===== src/lsr_exec_pkg.sv =====
// constants for the literal, swap and return execution block
// assumes a 14-bit instruction word and an 8-bit data path
package lsr_exec_pkg;
  localparam int unsigned   INSTR_W      = 14;
  localparam int unsigned   DATA_W       = 8;
  localparam int unsigned   FADDR_W      = 7;
  localparam int unsigned   PC_W         = 13;
  localparam int unsigned   NIB_W        = 4;
  localparam int unsigned   DEST_BIT     = 7;
  localparam int unsigned   OP6_HI       = 13;
  localparam int unsigned   OP6_LO       = 8;
  localparam int unsigned   OP4_LO       = 10;
  // fixed word of the legacy option load
  localparam logic [13:0]   OPT_LOAD_WORD = 14'h0062;
  // upper opcode fields
  localparam logic [3:0]    RET_LIT_OP4  = 4'hD;
  localparam logic [5:0]    XOR_LIT_OP6  = 6'h3A;
  localparam logic [5:0]    SWAP_OP6     = 6'h0E;
  localparam logic [7:0]    OPTION_RST   = 8'hFF;
  localparam logic [7:0]    ACC_RST      = 8'h00;
  localparam logic [7:0]    ZERO_BYTE    = 8'h00;
  typedef enum logic [2:0] {
    OP_NONE,
    OP_OPT_LOAD,
    OP_RET_LIT,
    OP_SWAP,
    OP_XOR_LIT
  } op_e;
endpackage


===== src/lsr_decode_if.sv =====
// carries one decoded instruction from the decoder to the executor
// assumes both ends sit on the same core clock
`timescale 1ns/100ps
interface lsr_decode_if;
  lsr_exec_pkg::op_e                          op;
  logic [lsr_exec_pkg::DATA_W-1:0]            literal;
  logic [lsr_exec_pkg::FADDR_W-1:0]           faddr;
  logic                                       dest_file;
  modport dec (output op, output literal, output faddr, output dest_file);
  modport exe (input op, input literal, input faddr, input dest_file);
endinterface


===== src/literal_swap_return_instr_exec.sv =====
// execution of option load, literal return, nibble exchange and literal xor
// assumes a core sequencer that offers one word at a time and holds it
// while busy_o is high; register file read is combinational
// Behaviour
// RULE_01: the fixed option load word copies the accumulator into option.
// RULE_02: the legacy option load stays decoded for old code.
// RULE_03: return_with_literal loads its 8-bit literal into the accumulator.
// RULE_04: return_with_literal pops the stack; pc takes stack_top_entry.
// RULE_05: return_with_literal takes two instruction cycles, one word.
// RULE_06: nibble_exchange reads file register at low 7 bits, swaps halves.
// RULE_07: destination bit 0 writes accumulator, 1 writes the file register.
// RULE_08: exclusive_or_literal xors accumulator with the word's low byte.
// RULE_09: xor result goes to accumulator; zero flag shows if result is zero.
// RULE_10: only exclusive_or_literal changes the zero flag.
// RULE_11: option load, swap and xor finish in one cycle, one word.
`timescale 1ns/100ps
module literal_swap_return_instr_exec (
  input  wire logic                              core_clk_i,      // core clock
  input  wire logic                              sys_rst_i,       // sync reset
  input  wire logic                              instr_valid_i,   // word offered
  input  wire logic [lsr_exec_pkg::INSTR_W-1:0]  instr_i,         // word
  output logic                                   busy_o,          // 2nd cycle
  output logic [lsr_exec_pkg::FADDR_W-1:0]       file_addr_o,     // file addr
  input  wire logic [lsr_exec_pkg::DATA_W-1:0]   file_rd_data_i,  // file data
  output logic                                   file_wr_en_o,    // file write
  output logic [lsr_exec_pkg::FADDR_W-1:0]       file_wr_addr_o,  // write addr
  output logic [lsr_exec_pkg::DATA_W-1:0]        file_wr_data_o,  // write data
  input  wire logic [lsr_exec_pkg::PC_W-1:0]     stack_top_entry_i, // ret addr
  output logic                                   stack_pop_o,     // pop pulse
  output logic                                   pc_load_o,       // pc load
  output logic [lsr_exec_pkg::PC_W-1:0]          pc_load_val_o,   // new pc
  output logic [lsr_exec_pkg::DATA_W-1:0]        acc_o,           // accum
  output logic [lsr_exec_pkg::DATA_W-1:0]        option_o,        // option reg
  output logic                                   zero_flag_o      // zero flag
);
  typedef enum logic {ST_EXEC, ST_RET_SECOND} state_e;

  lsr_decode_if dec_bus ();

  lsr_decoder u_dec (
    .instr_i (instr_i),
    .dec_o   (dec_bus)
  );

  state_e                              state_ff, nxt_state;
  logic [lsr_exec_pkg::DATA_W-1:0]     acc_ff, nxt_acc;
  logic [lsr_exec_pkg::DATA_W-1:0]     option_ff, nxt_option;
  logic                                zero_ff, nxt_zero;
  logic                                wr_en_ff, nxt_wr_en;
  logic [lsr_exec_pkg::FADDR_W-1:0]    wr_addr_ff, nxt_wr_addr;
  logic [lsr_exec_pkg::DATA_W-1:0]     wr_data_ff, nxt_wr_data;
  logic                                pop_ff, nxt_pop;
  logic                                pc_ld_ff, nxt_pc_ld;
  logic [lsr_exec_pkg::PC_W-1:0]       pc_val_ff, nxt_pc_val;
  logic [lsr_exec_pkg::DATA_W-1:0]     swapped;
  logic [lsr_exec_pkg::DATA_W-1:0]     xor_res;
  logic                                take;
  logic                                do_opt;
  logic                                do_ret;
  logic                                do_swap_acc;
  logic                                do_swap_file;
  logic                                do_xor;

  // new word is only taken in the first cycle of an instruction
  assign take        = instr_valid_i && (state_ff == ST_EXEC);
  assign file_addr_o = dec_bus.faddr;                       // see RULE_06
  assign swapped     = {file_rd_data_i[lsr_exec_pkg::NIB_W-1:0],
                        file_rd_data_i[lsr_exec_pkg::DATA_W-1:
                                       lsr_exec_pkg::NIB_W]}; // see RULE_06
  assign xor_res     = acc_ff ^ dec_bus.literal;            // see RULE_08

  // one qualified strobe per operation keeps the groups below independent
  always_comb begin
    do_opt       = 1'h0;
    do_ret       = 1'h0;
    do_swap_acc  = 1'h0;
    do_swap_file = 1'h0;
    do_xor       = 1'h0;
    if (take) begin
      case (dec_bus.op)
        lsr_exec_pkg::OP_OPT_LOAD: begin
          do_opt = 1'h1;                                    // see RULE_01
        end
        lsr_exec_pkg::OP_RET_LIT: begin
          do_ret = 1'h1;                                    // see RULE_03
        end
        lsr_exec_pkg::OP_SWAP: begin
          do_swap_file = dec_bus.dest_file;                 // see RULE_07
          do_swap_acc  = !dec_bus.dest_file;                // see RULE_07
        end
        lsr_exec_pkg::OP_XOR_LIT: begin
          do_xor = 1'h1;                                    // see RULE_08
        end
        default: begin
          do_opt = 1'h0;
        end
      endcase
    end
  end

  // only the literal return owns a second cycle
  always_comb begin
    nxt_state = ST_EXEC;                                    // see RULE_11
    case (state_ff)
      ST_EXEC: begin
        if (do_ret) begin
          nxt_state = ST_RET_SECOND;                        // see RULE_05
        end
      end
      ST_RET_SECOND: begin
        nxt_state = ST_EXEC;
      end
      default: begin
        nxt_state = ST_EXEC;
      end
    endcase
  end

  always_ff @(posedge core_clk_i) begin
    if (sys_rst_i) begin
      state_ff <= ST_EXEC;
    end else begin
      state_ff <= nxt_state;
    end
  end

  // flags hold unless the literal xor runs
  always_comb begin
    nxt_acc  = acc_ff;
    nxt_zero = zero_ff;                                     // see RULE_10
    if (do_ret) begin
      nxt_acc = dec_bus.literal;                            // see RULE_03
    end else if (do_swap_acc) begin
      nxt_acc = swapped;                                    // see RULE_07
    end else if (do_xor) begin
      nxt_acc  = xor_res;                                   // see RULE_09
      nxt_zero = (xor_res == lsr_exec_pkg::ZERO_BYTE);      // see RULE_09
    end
  end

  always_ff @(posedge core_clk_i) begin
    if (sys_rst_i) begin
      acc_ff  <= lsr_exec_pkg::ACC_RST;
      zero_ff <= 1'h0;
    end else begin
      acc_ff  <= nxt_acc;
      zero_ff <= nxt_zero;
    end
  end

  // legacy load kept for old code; nothing else here writes option
  always_comb begin
    nxt_option = option_ff;
    if (do_opt) begin
      nxt_option = acc_ff;                                  // see RULE_01
    end
  end

  always_ff @(posedge core_clk_i) begin
    if (sys_rst_i) begin
      option_ff <= lsr_exec_pkg::OPTION_RST;
    end else begin
      option_ff <= nxt_option;
    end
  end

  // enable pulses one cycle; address and data stand until the next write
  always_comb begin
    nxt_wr_en   = 1'h0;
    nxt_wr_addr = wr_addr_ff;
    nxt_wr_data = wr_data_ff;
    if (do_swap_file) begin
      nxt_wr_en   = 1'h1;                                   // see RULE_07
      nxt_wr_addr = dec_bus.faddr;                          // see RULE_06
      nxt_wr_data = swapped;                                // see RULE_06
    end
  end

  always_ff @(posedge core_clk_i) begin
    if (sys_rst_i) begin
      wr_en_ff   <= 1'h0;
      wr_addr_ff <= '0;
      wr_data_ff <= lsr_exec_pkg::ZERO_BYTE;
    end else begin
      wr_en_ff   <= nxt_wr_en;
      wr_addr_ff <= nxt_wr_addr;
      wr_data_ff <= nxt_wr_data;
    end
  end

  // pop and pc load share one edge so the pc never takes a stale top
  always_comb begin
    nxt_pop    = 1'h0;
    nxt_pc_ld  = 1'h0;
    nxt_pc_val = pc_val_ff;
    if (do_ret) begin
      nxt_pop    = 1'h1;                                    // see RULE_04
      nxt_pc_ld  = 1'h1;                                    // see RULE_04
      nxt_pc_val = stack_top_entry_i;                       // see RULE_04
    end
  end

  always_ff @(posedge core_clk_i) begin
    if (sys_rst_i) begin
      pop_ff    <= 1'h0;
      pc_ld_ff  <= 1'h0;
      pc_val_ff <= '0;
    end else begin
      pop_ff    <= nxt_pop;
      pc_ld_ff  <= nxt_pc_ld;
      pc_val_ff <= nxt_pc_val;
    end
  end

  // second cycle of the literal return is a flush slot, see RULE_05
  assign busy_o         = (state_ff == ST_RET_SECOND);
  assign file_wr_en_o   = wr_en_ff;
  assign file_wr_addr_o = wr_addr_ff;
  assign file_wr_data_o = wr_data_ff;
  assign stack_pop_o    = pop_ff;
  assign pc_load_o      = pc_ld_ff;
  assign pc_load_val_o  = pc_val_ff;
  assign acc_o          = acc_ff;
  assign option_o       = option_ff;
  assign zero_flag_o    = zero_ff;
endmodule


===== src/lsr_decoder.sv =====
// pure decoder of the four handled instruction words
// assumes the word is stable while it is examined
`timescale 1ns/100ps
module lsr_decoder (
  input  wire logic [lsr_exec_pkg::INSTR_W-1:0] instr_i, // instruction word
  lsr_decode_if.dec                             dec_o    // decoded fields
);
  always_comb begin
    dec_o.literal   = instr_i[lsr_exec_pkg::DATA_W-1:0];
    dec_o.faddr     = instr_i[lsr_exec_pkg::FADDR_W-1:0];
    dec_o.dest_file = instr_i[lsr_exec_pkg::DEST_BIT];
    // still decoded for old code even though software should avoid it
    if (instr_i == lsr_exec_pkg::OPT_LOAD_WORD) begin // see RULE_02
      dec_o.op = lsr_exec_pkg::OP_OPT_LOAD;            // see RULE_01
    end else if (instr_i[lsr_exec_pkg::OP6_HI:lsr_exec_pkg::OP4_LO]
                 == lsr_exec_pkg::RET_LIT_OP4) begin
      dec_o.op = lsr_exec_pkg::OP_RET_LIT;             // see RULE_03
    end else if (instr_i[lsr_exec_pkg::OP6_HI:lsr_exec_pkg::OP6_LO]
                 == lsr_exec_pkg::XOR_LIT_OP6) begin
      dec_o.op = lsr_exec_pkg::OP_XOR_LIT;             // see RULE_08
    end else if (instr_i[lsr_exec_pkg::OP6_HI:lsr_exec_pkg::OP6_LO]
                 == lsr_exec_pkg::SWAP_OP6) begin
      dec_o.op = lsr_exec_pkg::OP_SWAP;                // see RULE_06
    end else begin
      dec_o.op = lsr_exec_pkg::OP_NONE;
    end
  end
endmodule


===== config.mk =====
export PLATFORM = sky130hd
export DESIGN_NAME = literal_swap_return_instr_exec
export DESIGN_NICKNAME = d
export VERILOG_FILES = /design/src/lsr_exec_pkg.sv /design/src/lsr_decode_if.sv /design/src/literal_swap_return_instr_exec.sv /design/src/lsr_decoder.sv
export SDC_FILE = /design/constraint.sdc
export NUM_CORES = 1
export LEC_CHECK = 0
export BUFFER_PORTS_ARGS = -buffer_cell sky130_fd_sc_hd__buf_4
export CAP_MARGIN = 30
export CORE_MARGIN = 4
export CORE_UTILIZATION = 47
export DETAILED_ROUTE_END_ITERATION = 7
export PLACE_DENSITY = 0.79
export SETUP_SLACK_MARGIN = 0.02
export SLEW_MARGIN = 25
export SYNTH_ARGS = -nofsm -noshare
export SYNTH_HDL_FRONTEND = slang
export SYNTH_SLANG_ARGS = --single-unit

===== constraint.sdc =====
create_clock -name core_clk_i -period 2.1 [get_ports core_clk_i]
set_input_delay 0.42 -clock core_clk_i [delete_from_list [all_inputs] [get_ports core_clk_i]]
set_output_delay 0.42 -clock core_clk_i [all_outputs]
set_load 0.005 [all_outputs]

==> impl_metrics.sql <==
INSERT INTO impl_metrics (metric_group, metric, value, unit) VALUES
('power', 'p_clk_share', '31.6', '%'),
('layout', 'final-seq-area', '960.9', 'sq um'),
('layout', 'antenna-diode-count', '0', ''),
('yosys', 'synth_enable_flop_cells', '0', ''),
('clocking', 'cts_hold_buf', '0', ''),
('setup_path', 'critical_path.endpoint_type', 'register', ''),
('clocking', 'clk_pin_slew', '0.08', 'ns'),
('global_route', 'grt_pass1_wl', '9.956', 'mm'),
('yosys', 'syn_area_per_cell', '8.738', 'sq um'),
('clocking', 'tritoncts_clock_tree', 'done', ''),
('floorplan', 'std_cell_rows', '24', ''),
('yosys', 'synth_sequential_area_ratio', '44.34', '%'),
('layout', 'final_common_cell', 'sky130_fd_sc_hd__buf_4', ''),
('floorplan', 'design.die.area', '5761', 'sq um'),
('clocking', 'cts-htree-levels', '2', ''),
('layout', 'utilization', '66.44', '%'),
('hold_path', 'hp-class', 'primary input to register', ''),
('route', 'via_count', '2115', ''),
('floorplan', 'io_pins', '94', ''),
('sta', 'fmax', '0.5570', 'GHz'),
('route', 'drt_first_pass_iters', '4', ''),
('layout', 'final_layout_size_suffix_gt1_share', '34.23', '%'),
('floorplan', 'die_width', '75.90', 'um'),
('placement', 'finalWeightedCongestion', '0.8266', ''),
('power', 'ir_worst_vdd', '0.0003534', 'V'),
('layout', 'multi_input_area', '1052', 'sq um'),
('clocking', 'cts_root_buf', 'sky130_fd_sc_hd__clkbuf_8', ''),
('clocking', 'worstSkewPairLatency', '0.30', 'ns'),
('clocking', 'postCtsResizedCells', '0', ''),
('power', 'switching_share', '24.03', '%'),
('sta', 'timing_hold_violations_final', '0', ''),
('power', 'power.sequential.fraction', '56.5', '%'),
('status', 'run_status', 'completed', ''),
('yosys', 'yosys_register_bits', '48', ''),
('yosys', 'postSynthNetCount', '286', ''),
('route', 'route.final.wire_length', '6.040', 'mm'),
('yosys', 'synth_cells', '248', ''),
('power', 'netSwitchingPower', '0.3938', 'mW'),
('placement', 'dp_worst_setup_slack', '0.03133', 'ns'),
('clocking', 'cts-root-to-sink-buffers', '2', ''),
('yosys', 'synth.yosys.warnings', '0', ''),
('yosys', 'synthFlopType', 'sky130_fd_sc_hd__dfxtp_1', ''),
('sta', 'finalMaxSlewViolations', '0', ''),
('route', 'drt_iter0_markers', '95', ''),
('route', 'vias_per_cell', '5.494', ''),
('floorplan', 'initial_utilization', '49.09', '%'),
('sta', 'fin_ws', '0.3048', 'ns'),
('sta', 'fin_crit', '1.795', 'ns'),
('run', 'max_cap_violations', '0', ''),
('layout', 'most-common-layout-cells', 'sky130_fd_sc_hd__buf_4, sky130_fd_sc_hd__dfxtp_1, sky130_fd_sc_hd__nand2_1, sky130_fd_sc_hd__nand3_1, sky130_fd_sc_hd__nor2_1', ''),
('setup_path', 'timing.setup.critical_path_class', 'register to register', ''),
('global_route', 'globalRoute.totalOverflow', '0', ''),
('sta', 'worst-slew-pin-transition', '0.5319', 'ns'),
('clocking', 'numClockSinks', '48', ''),
('setup_path', 'launching_element_type_of_the_critical_path', 'register', ''),
('sta', 'timing.hold.ws', '0.3589', 'ns'),
('placement', 'place_hpwl', '4.539', 'mm'),
('placement', 'numPortBuffers', '93', ''),
('yosys', 'syn_area', '2167', 'sq um'),
('clocking', 'postCtsSetupBuffers', '0', ''),
('global_route', 'grt_antenna_before_repair', '0', ''),
('sta', 'setup_total_negative_slack', '0', 'ns'),
('power', 'power-per-cell-area', '559.0', 'nW/um^2'),
('yosys', 'synth_cell_type_count', '35', ''),
('power', 'share_comb_of_total_power', '11.9', '%'),
('route', 'post-route-drc-count', '0', ''),
('layout', 'final_nets', '371', ''),
('setup_path', 'worst_path_maximum_fanout', '23', ''),
('global_route', 'grt_max_degree', '30', ''),
('route', 'antenna_left', '0', ''),
('sta', 'maxSlewHeadroom', '64.04', '%');
==> area by class of cell <==
cell class / instances / area share [%]
Clock inverter: 1 / 0.1706
Inverter: 1 / 0.1280
Sequential cell: 48 / 32.76
Multi-Input combinational cell: 174 / 35.88
Clock buffer: 6 / 2.474
Tap cell: 52 / 2.218
Timing Repair Buffer: 103 / 26.37
==> sequential cells by signal (all words and copies together) (netlist names) <==
| register | flops |
|---|---|
| acc_o | 8 |
| busy_o | 1 |
| file_wr_addr_o | 7 |
| file_wr_data_o | 8 |
| file_wr_en_o | 1 |
| option_o | 8 |
| pc_load_o | 1 |
| pc_load_val_o | 13 |
| zero_flag_o | 1 |
==> power groups by stage <==
stage,logic (mW),registers [mW],clock network (mW)
finish,0.195,0.926,0.518
global route,0.213,0.928,0.563
CTS,0.195,0.926,0.533
detailed placement,0.194,0.948,0
global placement,0.191,0.947,0
floorplan,0.0892,0.947,0
==> per-stage QoR <==
step | area [sq um] | power (mW) | std cells
after floorplan | 2167 | 1.036 | 248
after global placement | 2855 | 1.138 | 378
after detailed placement | 2855 | 1.141 | 378
after CTS | 2933 | 1.654 | 385
after global routing | 2933 | 1.705 | 385
final | 2933 | 1.639 | 385
==> worst paths after layout <==
path              depth (start not counted)                   from                 to  slack [ns]
hold reg to reg                           2       pc_load_val_o[9]   pc_load_val_o[9]        0.46
setup reg to reg                          4                 busy_o           acc_o[4]        0.30
hold / removal                            3  stack_top_entry_i[11]  pc_load_val_o[11]        0.36
setup / recovery                          4                 busy_o           acc_o[4]        0.30
==> cells in the mapped netlist, types with 3 or more instances <==
master                     number  area, sq um
sky130_fd_sc_hd__dfxtp_1       48        960.9
sky130_fd_sc_hd__nand2_1       34        127.6
sky130_fd_sc_hd__nand3_1       20        100.1
sky130_fd_sc_hd__nor2_1        19        71.32
sky130_fd_sc_hd__mux2i_1       15        150.1
sky130_fd_sc_hd__a21oi_1       14        70.07
sky130_fd_sc_hd__buf_4         10        75.07
sky130_fd_sc_hd__clkbuf_1      10        37.54
sky130_fd_sc_hd__nor3_1         8        40.04
sky130_fd_sc_hd__o21ai_0        8        40.04
sky130_fd_sc_hd__xnor2_1        8        70.07
sky130_fd_sc_hd__a311oi_1       7        61.31
sky130_fd_sc_hd__o211ai_1       7        52.55
sky130_fd_sc_hd__o31ai_1        7        52.55
sky130_fd_sc_hd__nor4_1         4        25.02
sky130_fd_sc_hd__buf_2          3        15.01
==> per-layer routing <==
metal / GRT usage, % / vias to the layer above / part of all wire (%)
met3: 8.412 / 7 / 8.8
met2: 33.73 / 81 / 46
met4: 5.694 / 0 / 1.1
li1: - / 1049 / -
met1: 24.72 / 978 / 44
met5: 0 / - / 0
==> worst max-delay path: stages (launching register included) <==
cell                       delay [ns]
sky130_fd_sc_hd__dfxtp_1         0.34
sky130_fd_sc_hd__or3b_2          0.51
sky130_fd_sc_hd__or2_2           0.53
sky130_fd_sc_hd__nand3_4         0.19
sky130_fd_sc_hd__a311oi_1        0.11
==> kinds of logic (layout without fill, tap and decap cells) <==
kind of cell	Yosys count	after routing	share of synthesized area, %
AO/OA/AOI/OAI	47	47	14.26
buffers and inverters	26	111	7.101
AND/OR/NAND/NOR	104	104	24.13
flip-flops	48	48	44.34
multiplexers	15	15	6.928
XOR/XNOR	8	8	3.233
Power figures use the tool's default switching activity.
